==> src/extbus_pkg.sv <==
// Package for the external memory bus interface: register offsets, config fields, cycle timing
package extbus_pkg;
    localparam logic [7:0] EXTBUS_PAGE_OFFSET = 8'h92;
    localparam logic [7:0] EXTBUS_PAGE_RESET = 8'h00;
    localparam logic [7:0] EXTBUS_CFG_RESET = 8'hFF;
    localparam int EXTBUS_CFG_GP0_BIT = 1;
    localparam int EXTBUS_CFG_GP23_BIT = 0;
    localparam logic [7:0] EXTBUS_ZERO_BYTE = 8'h00;
    localparam logic [7:0] EXTBUS_ONES_BYTE = 8'hFF;
    // Phase lengths in clk_sys cycles
    localparam logic [1:0] EXTBUS_ALE_CYCLES = 2'h2;
    localparam logic [1:0] EXTBUS_SETUP_CYCLES = 2'h1;
    localparam logic [1:0] EXTBUS_STROBE_CYCLES = 2'h2;
    localparam logic [1:0] EXTBUS_HOLD_CYCLES = 2'h1;
    localparam logic [15:0] EXTBUS_INT_PROG_TOP = 16'h7FFF;

    typedef enum logic [1:0] {
        EXTBUS_FETCH,
        EXTBUS_READ,
        EXTBUS_WRITE
    } extbus_kind_t;

    typedef enum {
        EXTBUS_IDLE,
        EXTBUS_ADDR,
        EXTBUS_SETUP,
        EXTBUS_STROBE,
        EXTBUS_HOLD
    } extbus_state_t;
endpackage

==> src/extbus_iface.sv <==
// External memory bus interface: multiplexed address/data cycle engine
`timescale 1ns/1ps
`default_nettype none

// Behaviour
// - Bus enabled only when both enables zero
// - All addresses shown on ports when enabled
// - Internal data phase drives address/data zero
// - Program fetch strobes with program-store strobe
// - Data read/write use read/write strobes
// - Program fetch places full 16-bit address
// - Pointer form 16-bit, register form 8-bit
// - Both enable bits zero dedicate high port and strobes
// - Page byte held high for 8-bit access
// - Low address then data on one port
// - Bus pins actively driven push-pull
// - Low address valid at latch strobe fall
// - Write data brackets the write strobe
// - Read byte sampled before strobe release
// - Config bits writable only in programming mode
// - Default configuration means general-purpose I/O
// - Access in I/O mode leaves ports unchanged
// - Strap low at reset forces external fetches
// - Fetch beyond internal range goes external only while the bus is enabled (both enables zero) or the strap was low at reset
// - Fetch drives program counter high byte
module extbus_iface
    import extbus_pkg::*;
#(
    parameter logic [15:0] INT_PROG_TOP = EXTBUS_INT_PROG_TOP
) (
    input wire logic clk_sys,
    input wire logic rst_n,
    input wire logic progMode,
    input wire logic cfgWrEn,
    input wire logic [7:0] cfgWrData,
    input wire logic externalAccessStrapN,
    input wire logic sfrWrEn,
    input wire logic sfrRdEn,
    input wire logic [7:0] sfrAddr,
    input wire logic [7:0] sfrWrData,
    input wire logic [7:0] port0Latch,
    input wire logic [7:0] port2Latch,
    input wire logic [1:0] port3StrobeLatch,
    input wire logic reqValid,
    input wire logic [1:0] reqKind,
    input wire logic reqShortAddr,
    input wire logic reqInternal,
    input wire logic [15:0] reqAddr,
    input wire logic [7:0] reqWrData,
    input wire logic [7:0] adIn,
    output logic [7:0] sfrRdData,
    output logic reqReady,
    output logic respValid,
    output logic [7:0] respData,
    output logic fetchExternal,
    output logic [7:0] adOut,
    output logic adOe,
    output logic [7:0] highAddrOut,
    output logic addrLatchStrobe,
    output logic programStoreStrobeN,
    output logic readStrobeN,
    output logic writeStrobeN,
    output logic busEnabled
);
    logic [7:0] cfgByte_q;
    logic [7:0] pageByte_q;
    logic strapSeen_q;
    logic strapLow_q;
    extbus_state_t state_q;
    logic [1:0] cnt_q;
    extbus_kind_t kind_q;
    logic internal_q;
    logic [15:0] addr_q;
    logic [7:0] wrData_q;
    logic cfgBusOn;
    logic [1:0] strobeRun_q;

    // Neither enable bit alone claims any pins; only both zero give the full bus
    assign cfgBusOn = !cfgByte_q[EXTBUS_CFG_GP0_BIT] && !cfgByte_q[EXTBUS_CFG_GP23_BIT];

    // Nonvolatile config holds ones by default; writes only land in programming mode
    always_ff @(posedge clk_sys or negedge rst_n) begin
        if (!rst_n) begin
            cfgByte_q <= EXTBUS_CFG_RESET;
        end else if (cfgWrEn && progMode) begin
            cfgByte_q <= cfgWrData;
        end
    end

    always_ff @(posedge clk_sys or negedge rst_n) begin
        if (!rst_n) begin
            pageByte_q <= EXTBUS_PAGE_RESET;
        end else if (sfrWrEn && sfrAddr == EXTBUS_PAGE_OFFSET) begin
            pageByte_q <= sfrWrData;
        end
    end

    always_ff @(posedge clk_sys or negedge rst_n) begin
        if (!rst_n) begin
            sfrRdData <= EXTBUS_ZERO_BYTE;
        end else if (sfrRdEn && sfrAddr == EXTBUS_PAGE_OFFSET) begin
            sfrRdData <= pageByte_q;
        end else begin
            sfrRdData <= EXTBUS_ZERO_BYTE;
        end
    end

    // Strap is caught on the first edge after release, never by the async reset
    always_ff @(posedge clk_sys or negedge rst_n) begin
        if (!rst_n) begin
            strapSeen_q <= 1'b0;
            strapLow_q <= 1'b0;
        end else if (!strapSeen_q) begin
            strapSeen_q <= 1'b1;
            strapLow_q <= !externalAccessStrapN;
        end
    end

    always_ff @(posedge clk_sys or negedge rst_n) begin
        if (!rst_n) begin
            fetchExternal <= 1'b0;
            busEnabled <= 1'b0;
        end else begin
            fetchExternal <= strapLow_q || (cfgBusOn && reqAddr > INT_PROG_TOP);
            busEnabled <= cfgBusOn;
        end
    end

    // Cycle engine: address phase, setup, strobe, hold
    always_ff @(posedge clk_sys or negedge rst_n) begin
        if (!rst_n) begin
            state_q <= EXTBUS_IDLE;
            cnt_q <= 2'h0;
            kind_q <= EXTBUS_FETCH;
            internal_q <= 1'b0;
            addr_q <= 16'h0000;
            wrData_q <= EXTBUS_ZERO_BYTE;
        end else begin
            case (state_q)
                EXTBUS_IDLE: begin
                    // In I/O mode requests are swallowed and the pins never move
                    if (reqValid && cfgBusOn) begin
                        state_q <= EXTBUS_ADDR;
                        cnt_q <= EXTBUS_ALE_CYCLES - 2'h1;
                        kind_q <= extbus_kind_t'(reqKind);
                        internal_q <= reqInternal;
                        // Register form takes its high byte from the page register
                        addr_q <= (reqShortAddr && reqKind != EXTBUS_FETCH) ?
                            {pageByte_q, reqAddr[7:0]} : reqAddr;
                        wrData_q <= reqWrData;
                    end
                end
                EXTBUS_ADDR: begin
                    if (cnt_q == 2'h0) begin
                        state_q <= EXTBUS_SETUP;
                        cnt_q <= EXTBUS_SETUP_CYCLES - 2'h1;
                    end else begin
                        cnt_q <= cnt_q - 2'h1;
                    end
                end
                EXTBUS_SETUP: begin
                    if (cnt_q == 2'h0) begin
                        state_q <= EXTBUS_STROBE;
                        cnt_q <= EXTBUS_STROBE_CYCLES - 2'h1;
                    end else begin
                        cnt_q <= cnt_q - 2'h1;
                    end
                end
                EXTBUS_STROBE: begin
                    if (cnt_q == 2'h0) begin
                        state_q <= EXTBUS_HOLD;
                        cnt_q <= EXTBUS_HOLD_CYCLES - 2'h1;
                    end else begin
                        cnt_q <= cnt_q - 2'h1;
                    end
                end
                EXTBUS_HOLD: begin
                    if (cnt_q == 2'h0) begin
                        state_q <= EXTBUS_IDLE;
                    end else begin
                        cnt_q <= cnt_q - 2'h1;
                    end
                end
                default: begin
                    state_q <= EXTBUS_IDLE;
                end
            endcase
        end
    end

    always_ff @(posedge clk_sys or negedge rst_n) begin
        if (!rst_n) begin
            reqReady <= 1'b0;
        end else begin
            reqReady <= (state_q == EXTBUS_IDLE) && !(reqValid && cfgBusOn);
        end
    end

    // Read data is taken on the last strobe cycle, before the strobe rises
    always_ff @(posedge clk_sys or negedge rst_n) begin
        if (!rst_n) begin
            respData <= EXTBUS_ZERO_BYTE;
        end else if (state_q == EXTBUS_STROBE && cnt_q == 2'h0 && kind_q != EXTBUS_WRITE) begin
            respData <= adIn;
        end
    end

    // Completion is reported only once the strobe is back high
    always_ff @(posedge clk_sys or negedge rst_n) begin
        if (!rst_n) begin
            respValid <= 1'b0;
        end else begin
            respValid <= (state_q == EXTBUS_HOLD && cnt_q == 2'h0);
        end
    end

    // Length of the current strobe pulse, saturating, for the width check
    always_ff @(posedge clk_sys or negedge rst_n) begin
        if (!rst_n) begin
            strobeRun_q <= 2'h0;
        end else if (!programStoreStrobeN || !readStrobeN || !writeStrobeN) begin
            strobeRun_q <= (strobeRun_q == 2'h3) ? strobeRun_q : strobeRun_q + 2'h1;
        end else begin
            strobeRun_q <= 2'h0;
        end
    end

    // Pin drivers, all registered; push-pull while the bus owns the port
    always_ff @(posedge clk_sys or negedge rst_n) begin
        if (!rst_n) begin
            adOut <= EXTBUS_ONES_BYTE;
            adOe <= 1'b0;
            highAddrOut <= EXTBUS_ONES_BYTE;
            addrLatchStrobe <= 1'b0;
            programStoreStrobeN <= 1'b1;
            readStrobeN <= 1'b1;
            writeStrobeN <= 1'b1;
        end else begin
            adOe <= cfgBusOn && !(state_q == EXTBUS_SETUP && kind_q != EXTBUS_WRITE && !internal_q) &&
                !(state_q == EXTBUS_STROBE && kind_q != EXTBUS_WRITE && !internal_q);
            // The address must already stand while the latch strobe is high
            highAddrOut <= !cfgBusOn ? EXTBUS_ONES_BYTE :
                (state_q != EXTBUS_IDLE) ? addr_q[15:8] :
                !reqValid ? port2Latch :
                (reqShortAddr && reqKind != EXTBUS_FETCH) ? pageByte_q :
                reqAddr[15:8];
            addrLatchStrobe <= (state_q == EXTBUS_IDLE && reqValid && cfgBusOn) ||
                (state_q == EXTBUS_ADDR && cnt_q != 2'h0);
            case (state_q)
                EXTBUS_IDLE: begin
                    adOut <= !cfgBusOn ? EXTBUS_ONES_BYTE :
                        reqValid ? reqAddr[7:0] : port0Latch;
                end
                EXTBUS_ADDR: begin
                    adOut <= addr_q[7:0];
                end
                default: begin
                    adOut <= internal_q ? EXTBUS_ZERO_BYTE : wrData_q;
                end
            endcase
            // Strobes fall a cycle after the data phase opens, so write data leads them
            // and stays through the hold cycle after they rise
            programStoreStrobeN <= state_q != EXTBUS_STROBE ||
                kind_q != EXTBUS_FETCH || internal_q;
            readStrobeN <= state_q != EXTBUS_STROBE ||
                kind_q != EXTBUS_READ || internal_q;
            writeStrobeN <= state_q != EXTBUS_STROBE ||
                kind_q != EXTBUS_WRITE || internal_q;
        end
    end

    a_cfg_locked: assert property (@(posedge clk_sys) disable iff (!rst_n)
        (cfgWrEn && !progMode) |=> $stable(cfgByte_q)) else $error("config changed outside programming mode");
    a_io_quiet: assert property (@(posedge clk_sys) disable iff (!rst_n)
        !cfgBusOn |=> (readStrobeN && writeStrobeN && programStoreStrobeN && !addrLatchStrobe))
        else $error("strobe moved in I/O mode");
    a_fetch_program_store_strobe_n: assert property (@(posedge clk_sys) disable iff (!rst_n)
        !programStoreStrobeN |-> (readStrobeN && writeStrobeN)) else $error("two strobes active");
    a_addr_latch: assert property (@(posedge clk_sys) disable iff (!rst_n)
        $fell(addrLatchStrobe) |-> adOut == $past(addr_q[7:0])) else $error("address not valid at latch fall");
    a_internal_zero: assert property (@(posedge clk_sys) disable iff (!rst_n)
        (state_q == EXTBUS_STROBE && internal_q) |=> adOut == EXTBUS_ZERO_BYTE) else $error("internal data exposed");
    a_wr_hold: assert property (@(posedge clk_sys) disable iff (!rst_n)
        $rose(writeStrobeN) |-> (adOut == $past(adOut) && adOe)) else $error("write data moved at strobe release");
    a_page_high: assert property (@(posedge clk_sys) disable iff (!rst_n)
        (state_q == EXTBUS_IDLE && reqValid && cfgBusOn && reqShortAddr && reqKind == EXTBUS_READ) |-> ##2
        highAddrOut == $past(pageByte_q, 2)) else $error("page byte not on high port");
    a_strobe_len: assert property (@(posedge clk_sys) disable iff (!rst_n)
        $fell(readStrobeN) |-> !readStrobeN [*2] ##1 readStrobeN) else $error("read strobe length wrong");
    a_default_io: assert property (@(posedge clk_sys) disable iff (!rst_n)
        $rose(strapSeen_q) |-> !busEnabled && !cfgBusOn) else $error("bus enabled by default");

    // Pin and strobe relations across the whole cycle
    a_bus_mirror: assert property (@(posedge clk_sys) disable iff (!rst_n)
        busEnabled == $past(cfgBusOn)) else $error("bus enable flag out of step");
    a_rd_exclusive: assert property (@(posedge clk_sys) disable iff (!rst_n)
        !readStrobeN |-> (writeStrobeN && programStoreStrobeN)) else $error("read strobe with another");
    a_port_release: assert property (@(posedge clk_sys) disable iff (!rst_n)
        (!readStrobeN || !programStoreStrobeN) |-> !adOe) else $error("port driven during read");
    a_wr_lead: assert property (@(posedge clk_sys) disable iff (!rst_n)
        $fell(writeStrobeN) |-> (adOe && adOut == $past(adOut))) else $error("write data late");
    a_io_pins: assert property (@(posedge clk_sys) disable iff (!rst_n)
        !cfgBusOn |=> (!adOe && adOut == EXTBUS_ONES_BYTE && highAddrOut == EXTBUS_ONES_BYTE))
        else $error("port pins moved in I/O mode");
    a_fetch_full: assert property (@(posedge clk_sys) disable iff (!rst_n)
        (state_q == EXTBUS_IDLE && reqValid && cfgBusOn && reqKind == EXTBUS_FETCH) |=>
        addr_q == $past(reqAddr)) else $error("fetch address not full width");
    a_strap_fetch: assert property (@(posedge clk_sys) disable iff (!rst_n)
        strapLow_q |=> fetchExternal) else $error("strap did not force external fetch");
    a_high_fetch: assert property (@(posedge clk_sys) disable iff (!rst_n)
        (cfgBusOn && reqAddr > INT_PROG_TOP) |=> fetchExternal) else $error("high fetch kept internal");
    a_resp_time: assert property (@(posedge clk_sys) disable iff (!rst_n)
        (state_q == EXTBUS_IDLE && reqValid && cfgBusOn) |-> ##7 respValid)
        else $error("cycle did not complete in time");
    a_resp_pulse: assert property (@(posedge clk_sys) disable iff (!rst_n)
        respValid |=> !respValid) else $error("completion longer than one cycle");
    a_strobe_width: assert property (@(posedge clk_sys) disable iff (!rst_n)
        strobeRun_q <= EXTBUS_STROBE_CYCLES) else $error("strobe held too long");

    c_fetch: cover property (@(posedge clk_sys) disable iff (!rst_n) $fell(programStoreStrobeN));
    c_internal: cover property (@(posedge clk_sys) disable iff (!rst_n) state_q == EXTBUS_STROBE && internal_q);
    c_read: cover property (@(posedge clk_sys) disable iff (!rst_n) $fell(readStrobeN));
    c_write: cover property (@(posedge clk_sys) disable iff (!rst_n) $fell(writeStrobeN));
endmodule // extbus_iface

`default_nettype wire

==> config.mk <==
export PLATFORM = sky130hd
export DESIGN_NAME = extbus_iface
export DESIGN_NICKNAME = d
export VERILOG_FILES = /design/src/extbus_pkg.sv /design/src/extbus_iface.sv
export SDC_FILE = /design/constraint.sdc
export NUM_CORES = 1
export LEC_CHECK = 0
export BUFFER_PORTS_ARGS = -buffer_cell sky130_fd_sc_hd__buf_2
export CORE_ASPECT_RATIO = 0.75
export CORE_MARGIN = 5
export CORE_UTILIZATION = 45
export CTS_CLUSTER_DIAMETER = 30
export DETAILED_ROUTE_END_ITERATION = 12
export GPL_ROUTABILITY_DRIVEN = 0
export PLACE_DENSITY = 0.83
export SLEW_MARGIN = 20
export SYNTH_ARGS = -nofsm -noshare
export SYNTH_HDL_FRONTEND = slang
export SYNTH_SLANG_ARGS = --single-unit
export TNS_END_PERCENT = 5
==> constraint.sdc <==
create_clock -name clk_sys -period 2.9 [get_ports clk_sys]
set_clock_uncertainty 0.2 [all_clocks]
set_input_delay 0.145 -clock clk_sys [delete_from_list [all_inputs] [get_ports clk_sys]]
set_output_delay 0.145 -clock clk_sys [all_outputs]
set_load 0.05 [all_outputs]
# Yosys cells after proc, flatten, opt, wreduce, memory -nomap -nowiden
# Cells that the tools add are included.
[classes] reduce_logical=47 order_cmp=1 add_sub_neg=1 n_eq_ne=18 n_mux=21
[op_table] operator="two-way mux 32 bit" count=5
[op_table] operator="case mux 32 bit (5 select lines)" count=1
[op_table] operator="== test 32 x 2 -> 1 bit (second input constant)" count=3
[op_table] operator="== test 32 x 3 -> 1 bit (second input constant)" count=3
[op_table] operator="zero test 32 bit" count=2
[op_table] operator="two-way mux 8 bit" count=8
[op_table] operator="== test 32 x 1 -> 1 bit (second input constant)" count=1
[op_table] operator="== test 32 x 4 -> 1 bit (second input constant)" count=1
[op_table] operator="!= test 32 x 3 -> 1 bit (second input constant)" count=1
[op_table] operator="nonzero test 32 bit" count=1
[op_table] operator="logical AND 1 bit" count=20
[op_table] operator="> comparator 16 x 15 -> 1 bit (second input constant)" count=1
[op_table] operator="two-way mux 16 bit" count=1
[op_table] operator="case mux 8 bit (2 select lines)" count=1
[op_table] operator="!= test 2 bit (second input constant)" count=7
[op_table] operator="== test 8 bit (second input constant)" count=1
[op_table] operator="logical OR 1 bit" count=8
[op_table] operator="two-way mux 2 bit" count=4
[op_table] operator="case mux 2 bit (4 select lines)" count=1
[op_table] operator="zero test 1 bit" count=7
[op_table] operator="nonzero test 2 bit" count=3
[op_table] operator="AND reduction 5 bit" count=1
[op_table] operator="nonzero test 4 bit" count=1
[op_table] operator="AND reduction 3 bit" count=1
[op_table] operator="other kinds (5)" count=5
[totals] wordCells=111 reg_bits=114

# Logic depth before layout (Yosys ltp)
# Gate-level depths: netlist of the first run.
[logic_depth] ltp_word=6 mapped_depth=6 mapped_depth_nobuf=5

# Least setup slack after synthesis of the first run
# Ideal clock, no wire load.
[synth_timing] path_kind="flip-flop to flip-flop" start="reg cnt_q[0]" end="reg respData[0]" stages_incl_launch_ff=7 setup_time_ns=0.125 path_slack_ns=1.001 required_time_ns=2.575 arrival_time_ns=1.574 n_path_buf=1 cell_sequence="dfrtp_1 -> inv_1 -> ha_1 -> clkbuf_1 -> nand4b_1 -> nor2_4 -> mux2_2"
[synth_between] elab_chain_len=3
[synth_lines] element="start, declared" line="extbus_iface.sv:70" text="logic [1:0] cnt_q;"
[synth_lines] element="start signal, assigned" line="extbus_iface.sv:144" text="cnt_q <= EXTBUS_ALE_CYCLES - 2'h1;"
[synth_lines] element="start signal, assigned" line="extbus_iface.sv:156" text="cnt_q <= EXTBUS_SETUP_CYCLES - 2'h1;"
[synth_lines] element="start signal, assigned" line="extbus_iface.sv:158" text="cnt_q <= cnt_q - 2'h1;"
[synth_lines] element="zero test 2 bit" line="extbus_iface.sv:203" text="end else if (state_q == EXTBUS_STROBE && cnt_q == 2'h0 && kind_q != EXTBUS_WRITE) begin"
[synth_lines] element="logical AND 1 bit (2 in a row)" line="extbus_iface.sv:203"
[synth_lines] element="end signal, assigned" line="extbus_iface.sv:204" text="respData <= adIn;"
[synth_lines] element="end, declared" line="extbus_iface.sv:54" text="output logic [7:0] respData,"
# Every way passes these cells.
# A chain may end at the register's enable or synchronous reset.

# Worst setup path in the final report of the first run
[layout_timing] start="reg state_q[0]" end="reg highAddrOut[4]"
[layout_between] elab_chain_len=3
[layout_lines] element="start, declared" line="extbus_iface.sv:69" text="extbus_state_t state_q;"
[layout_lines] element="start signal, assigned" line="extbus_iface.sv:132" text="state_q <= EXTBUS_IDLE;"
[layout_lines] element="start signal, assigned" line="extbus_iface.sv:143" text="state_q <= EXTBUS_ADDR;"
[layout_lines] element="start signal, assigned" line="extbus_iface.sv:155" text="state_q <= EXTBUS_SETUP;"
[layout_lines] element="nonzero test 32 bit" line="extbus_iface.sv:243" text="(state_q != EXTBUS_IDLE) ? addr_q[15:8] :"
[layout_lines] element="two-way mux 8 bit" line="extbus_iface.sv:243"
[layout_lines] element="two-way mux 8 bit" line="extbus_iface.sv:242" text="highAddrOut <= !cfgBusOn ? EXTBUS_ONES_BYTE :"
[layout_lines] element="end signal, assigned" line="extbus_iface.sv:242"
[layout_lines] element="end, declared" line="extbus_iface.sv:58" text="output logic [7:0] highAddrOut,"
# Every way passes these cells.

==> reports/qor.yml, run 1 <==
timing.critical_path.cells: "or3_1, a21oi_1, o21ai_1, dlygate4sd3_1"
drcViolationCount: 0
cp_slowest_cell: "or3_1"
fmax_mhz: 387.3
drtIter0Drc: 143
grtUsageMet3: 0.04220
clkTransAtPathRegs_ns: 0.06
syn-num-nets: 393
crit_required_ns: 2.95
netlist_top_cells_count: "64 x dfrtp_1, 34 x a21oi_1, 21 x dfstp_2"
syn_inst: 304
final_max_slew_viol_count: 0
seq_area_frac_synth: 0.5570
startpoint_type: "register"
detail-route-antenna-nets: 0
cpPeakStageDelay_ns: 0.77
hp-class: "in2reg"
vias_per_cell: 5.309
drv_cap: 0
cp-end-kind: "register"
io_pins: 127
overflow: 0
drive_gt1_frac: 0.4220
relSlewSlack: 0.5023
nFillCells: 611
clock-sinks: 85
dpl_cell_area_um2: 4471
cts_root_buffer: "clkbuf_16"
antenna_found_initial: 0
cts_tree: "built"
syn_area_per_cell_um2: 12.72
leakage_nw: 2.631
clockBufferDepth: 2
die_w_um: 117.0
wl_um: 10040
min_to: "kind_q[0]"
finalHoldViolCount: 0
period_needed_ns: 2.582
fin_nets: 565
fin_crit_sh: 0.8904
yosysMostFrequentCell: "dfrtp_1"
grt_pass1_wl_um: 16570
synth-seq-cells: 85
min_from: "reqKind[0]"
row_count: 29
r2r_cells: 4
core_area_um2: 8418
final_area_um2: 5421
syn_area_um2: 3866
start_util: 0.4593
powerDensity_nw_per_um2: 987.7
critical_path.top_delay_family: "simple AND/OR/NAND/NOR gates"
top_usage_layer: "met2"
vias: 3127
gr-usage-met1: 0.2277
hpwl_um: 6423
whs_path_depth: 2
firstDrtPassIters: 4
outcome: "finished clean"
r2r_start: "state_q[0]"
yosysWarnings: 0
tns_ns: 0
grt_use_met2: 0.3414
rsz0062_at_grt: "false"
synth-main-ff-cell: "dfrtp_1"
yosys.cell_types.count: 50
grt_use_total: 0.1976
io_buffers: 118
grt_start_max_net_pins: 86
synth_top_area_cell: "dfrtp_1"
path_buf_inv: 1
cp.arrival_ns: 2.63
ys_async_sr_fraction: 1.000
n_antenna_cell: 0
synth_top_area_share: 0.4142
setup_viol: 0
insertion_delay_ns: 0.33
worstSetupPathType: "reg2reg"
routedWlPerCell_um: 17.04
syn2layout_area_growth_pct: 40.23
htreeDepth: 3
power_mw: 5.355
r2r-end: "highAddrOut[4]"
synth_area_leaders: "dfrtp_1 41%, dfstp_2 14%, mux2_4 7.4%"
cts_buffers: 9
synth_edf_count: 0
die_area_um2: 10560
critPathMaxFanout: 19
r2r_slack_ns: 0.32
grt_pass1_vias: 3481
worstMarginPinSlew_ns: 0.7466
die_y_um: 90.28
ir_drop_mv: 0.4782
-- how the worst max path moves through the flow --
stage / start / slack, ns / endpoint / cells after the start
2_1_floorplan: cnt_q[0] / 1.00 / respData[0] / 6
3_3_place_gp: state_q[0] / 0.70 / cnt_q[1] / 3
3_5_place_dp: state_q[0] / 0.67 / cnt_q[1] / 3
4_1_cts: state_q[0] / 0.34 / highAddrOut[1] / 4
5_1_grt: state_q[0] / 0.17 / highAddrOut[4] / 4
6_report: state_q[0] / 0.32 / highAddrOut[4] / 4
-- repair_timing --
item / CTS / global route
hold buffers: 62 / 0
setup buffers: 0 / 0
hold endpoints to repair: 117 / 0
setup endpoints to repair: 0 / 0
gates resized for setup: 0 / 0
-- routing by layer --
layer	part of all wire	vias to the layer above	routed length (um)
li1	-	1457	-
met1	0.38	1518	3792
met2	0.53	119	5301
met3	0.051	33	514
met4	0.043	0	427
met5	0	-	0
-- power breakdown --
| group | internal, mW | switching, mW |
|---|---|---|
| clock | 0.779 | 0.447 |
| combinational | 0.841 | 1.31 |
| sequential | 1.67 | 0.311 |
| total | 3.29 | 2.07 |
-- through the flow --
stage                     hold slack, ns    util  instances  setup slack [ns]
after floorplan                  -0.3506       -        304             1.001
final                            0.03500  0.6440        589            0.3177
after CTS                        0.03048  0.6436        589            0.3360
after global routing             0.05479  0.6440        589            0.1734
after global placement            0.1442  0.5311        511            0.7033
after detailed placement          0.1557  0.5311        511            0.6695
-- area by class of cell --
class,count,area [um2],area share
Inverter,6,23.77,0.004385
Clock buffer,11,242.7,0.04477
Sequential cell,85,2153,0.3972
Clock inverter,5,83.83,0.01546
Tap cell,108,135.1,0.02493
Timing Repair Buffer,183,1240,0.2287
Multi-Input combinational cell,191,1543,0.2846
-- layout by cell type (no fill, tap or decap), types with 5 or more instances in the layout --
cell type	instances
a211oi_1	8
a21oi_1	34
a311o_1	8
a31oi_1	8
and2_1	8
buf_2	117
clkbuf_16	9
dfrtp_1	64
dfstp_2	21
dlygate4sd3_1	62
inv_1	5
mux2_2	18
mux2_4	19
mux2i_1	8
nand2_1	5
nor2_1	5
nor3b_1	9
o211a_1	8
o21ai_0	10
o21ai_1	9
-- state kept, by name (all words and copies together) (netlist names), 3 cells and up --
register	count
pageByte_q	8
state_q	3
sfrRdData	8
respData	8
addr_q	16
wrData_q	8
adOut	8
highAddrOut	8
-- kinds of logic after synthesis --
family / share of synthesized area
AOI/OAI and AO/OA: 0.1531
adders and majority gates: 0.009710
xor gates and xnor gates: 0.004532
muxes: 0.1469
other: 0.0009699
and+or+nand+nor: 0.08382
DFF: 0.5570
buffers and inverters: 0.04401
Note: power is estimated with default switching activity, not from simulation.
==> run 2, diff against run 1 <==
- REMOVE_ABC_BUFFERS: default -> 1
==> run 2 against run 1 <==
  * Combinational power increased by 3%
  * Critical path depth unchanged
  * Die area unchanged
  * Sequential share of layout area is 0.055 points lower
  * Final area rose by 0.14%
  * Largest power group unchanged
==> reports/qor.yml, run 2 (synthesized netlist as in run 1, its figures left out) <==
grt_use_total: 0.2003
ff_latch_area_um2: 2153
core_area_um2: 8418
r2r-end: "highAddrOut[0]"
regMostFlops: "addr_q"
crit_required_ns: 2.95
tns_ns: 0
hpwl_um: 6520
cp-end-kind: "register"
multiInputGateArea_um2: 1543
fin_cells: 592
fin_crit_sh: 0.7959
period_needed_ns: 2.308
final_area_um2: 5429
largest_register_ffs: 16
row_count: 29
r2r_start: "state_q[2]"
overflow: 0
startpoint: "state_q[2]"
insertion_delay_ns: 0.33
drive_gt1_frac: 0.4277
clockBufferDepth: 2
setup_viol: 0
io_pins: 127
leakage_nw: 2.641
final_core_util: 0.6449
power_mw: 5.348
final_max_slew_viol_count: 0
die_y_um: 90.28
fin_nets: 568
io_buffers: 118
drtIter0Drc: 147
n_antenna_cell: 0
clock-sinks: 85
post_cts_buffers: 0
hold-worst-slack_ns: 0.03755
start_util: 0.4593
cp.arrival_ns: 2.36
clkTransAtPathRegs_ns: 0.07
r2r_cells: 4
dp_slack_ns: 0.8076
startpoint_type: "register"
layout_common_cells: "117 x buf_2, 64 x dfrtp_1, 62 x dlygate4sd3_1"
finalHoldViolCount: 0
syn2layout_area_growth_pct: 40.42
firstDrtPassIters: 5
powerDensity_nw_per_um2: 985.1
vias_per_cell: 5.395
dp.cells: 514
drv_cap: 0
outcome: "finished clean"
detail-route-antenna-nets: 0
relSlewSlack: 0.4960
grt_start_max_net_pins: 86
worst_slack_ns: 0.5918
fmax_mhz: 433.2
antenna_found_initial: 0
grt_pass1_vias: 3396
ir_drop_mv: 0.6898
vias: 3194
routedWlPerCell_um: 17.47
cts_buffers: 9
nFillCells: 634
dpl_cell_area_um2: 4493
critPathMaxFanout: 16
mostFrequentLayoutCell: "buf_2"
die_w_um: 117.0
cts_root_buffer: "clkbuf_16"
die_area_um2: 10560
worstSetupEndpoint: "highAddrOut[0]"
wl_um: 10340
grt_pass1_wl_um: 16660
r2r_slack_ns: 0.59
drcViolationCount: 0
worstSetupPathType: "reg2reg"
cts_tree: "built"
rsz0062_at_grt: "false"
worstMarginPinSlew_ns: 0.7559
hp-class: "in2reg"
htreeDepth: 3
[run 2: cell count changes in the layout (fill, tap and decap cells not counted), sizes merged]
| cell | previous run | this run |
|---|---|---|
| buf | 121 | 124 |
| bufinv | 2 | 1 |
| clkinv | 2 | 3 |
[run 2: layer usage]
metal  track usage  part of all wire  routed length [um]
met4       0.06972             0.019                 199
met3       0.05157             0.068                 701
met1        0.2443              0.41                4201
met2        0.3404              0.51                5239
met5             0                 0                   0
[run 2: critical path: stages (launching register included)]
cell and delay (ns):
dfrtp_1 0.57, or3_1 0.58, a21oi_1 0.20, o21ai_1 0.09
dlygate4sd3_1 0.58
[run 2: power by group]
part | internal [mW] | switching [mW] | leakage (nW)
logic | 0.861 | 1.35 | 1.47
registers | 1.67 | 0.284 | 1.03
clock network | 0.714 | 0.469 | 0.148
[run 2: worst min path at each step]
| stage | to | slack (ns) | from | cells past startpoint |
|---|---|---|---|---|
| final | adOut[5] | 0.04 | port0Latch[5] | 4 |
| after global routing | kind_q[0] | 0.04 | reqKind[0] | 2 |
| after CTS | kind_q[0] | 0.01 | reqKind[0] | 2 |
| after detailed placement | strapLow_q | 0.14 | externalAccessStrapN | 2 |
| after global placement | strapLow_q | 0.14 | externalAccessStrapN | 2 |
| after floorplan | adOe | -0.35 | rst_n | 0 |
[run 2: timing repair]
action                                 in CTS  in global routing
endpoints found under the hold margin     117                  0
hold buffers                               62                  0
resized for setup                           0                  0
[run 2: cell type report]
| type | count | area share |
|---|---|---|
| Sequential cell | 85 | 0.3966 |
| Multi-Input combinational cell | 191 | 0.2842 |
| Timing Repair Buffer | 186 | 0.2325 |
| Clock buffer | 11 | 0.04655 |
| Tap cell | 108 | 0.02489 |
| Clock inverter | 5 | 0.01083 |
| Inverter | 6 | 0.004379 |
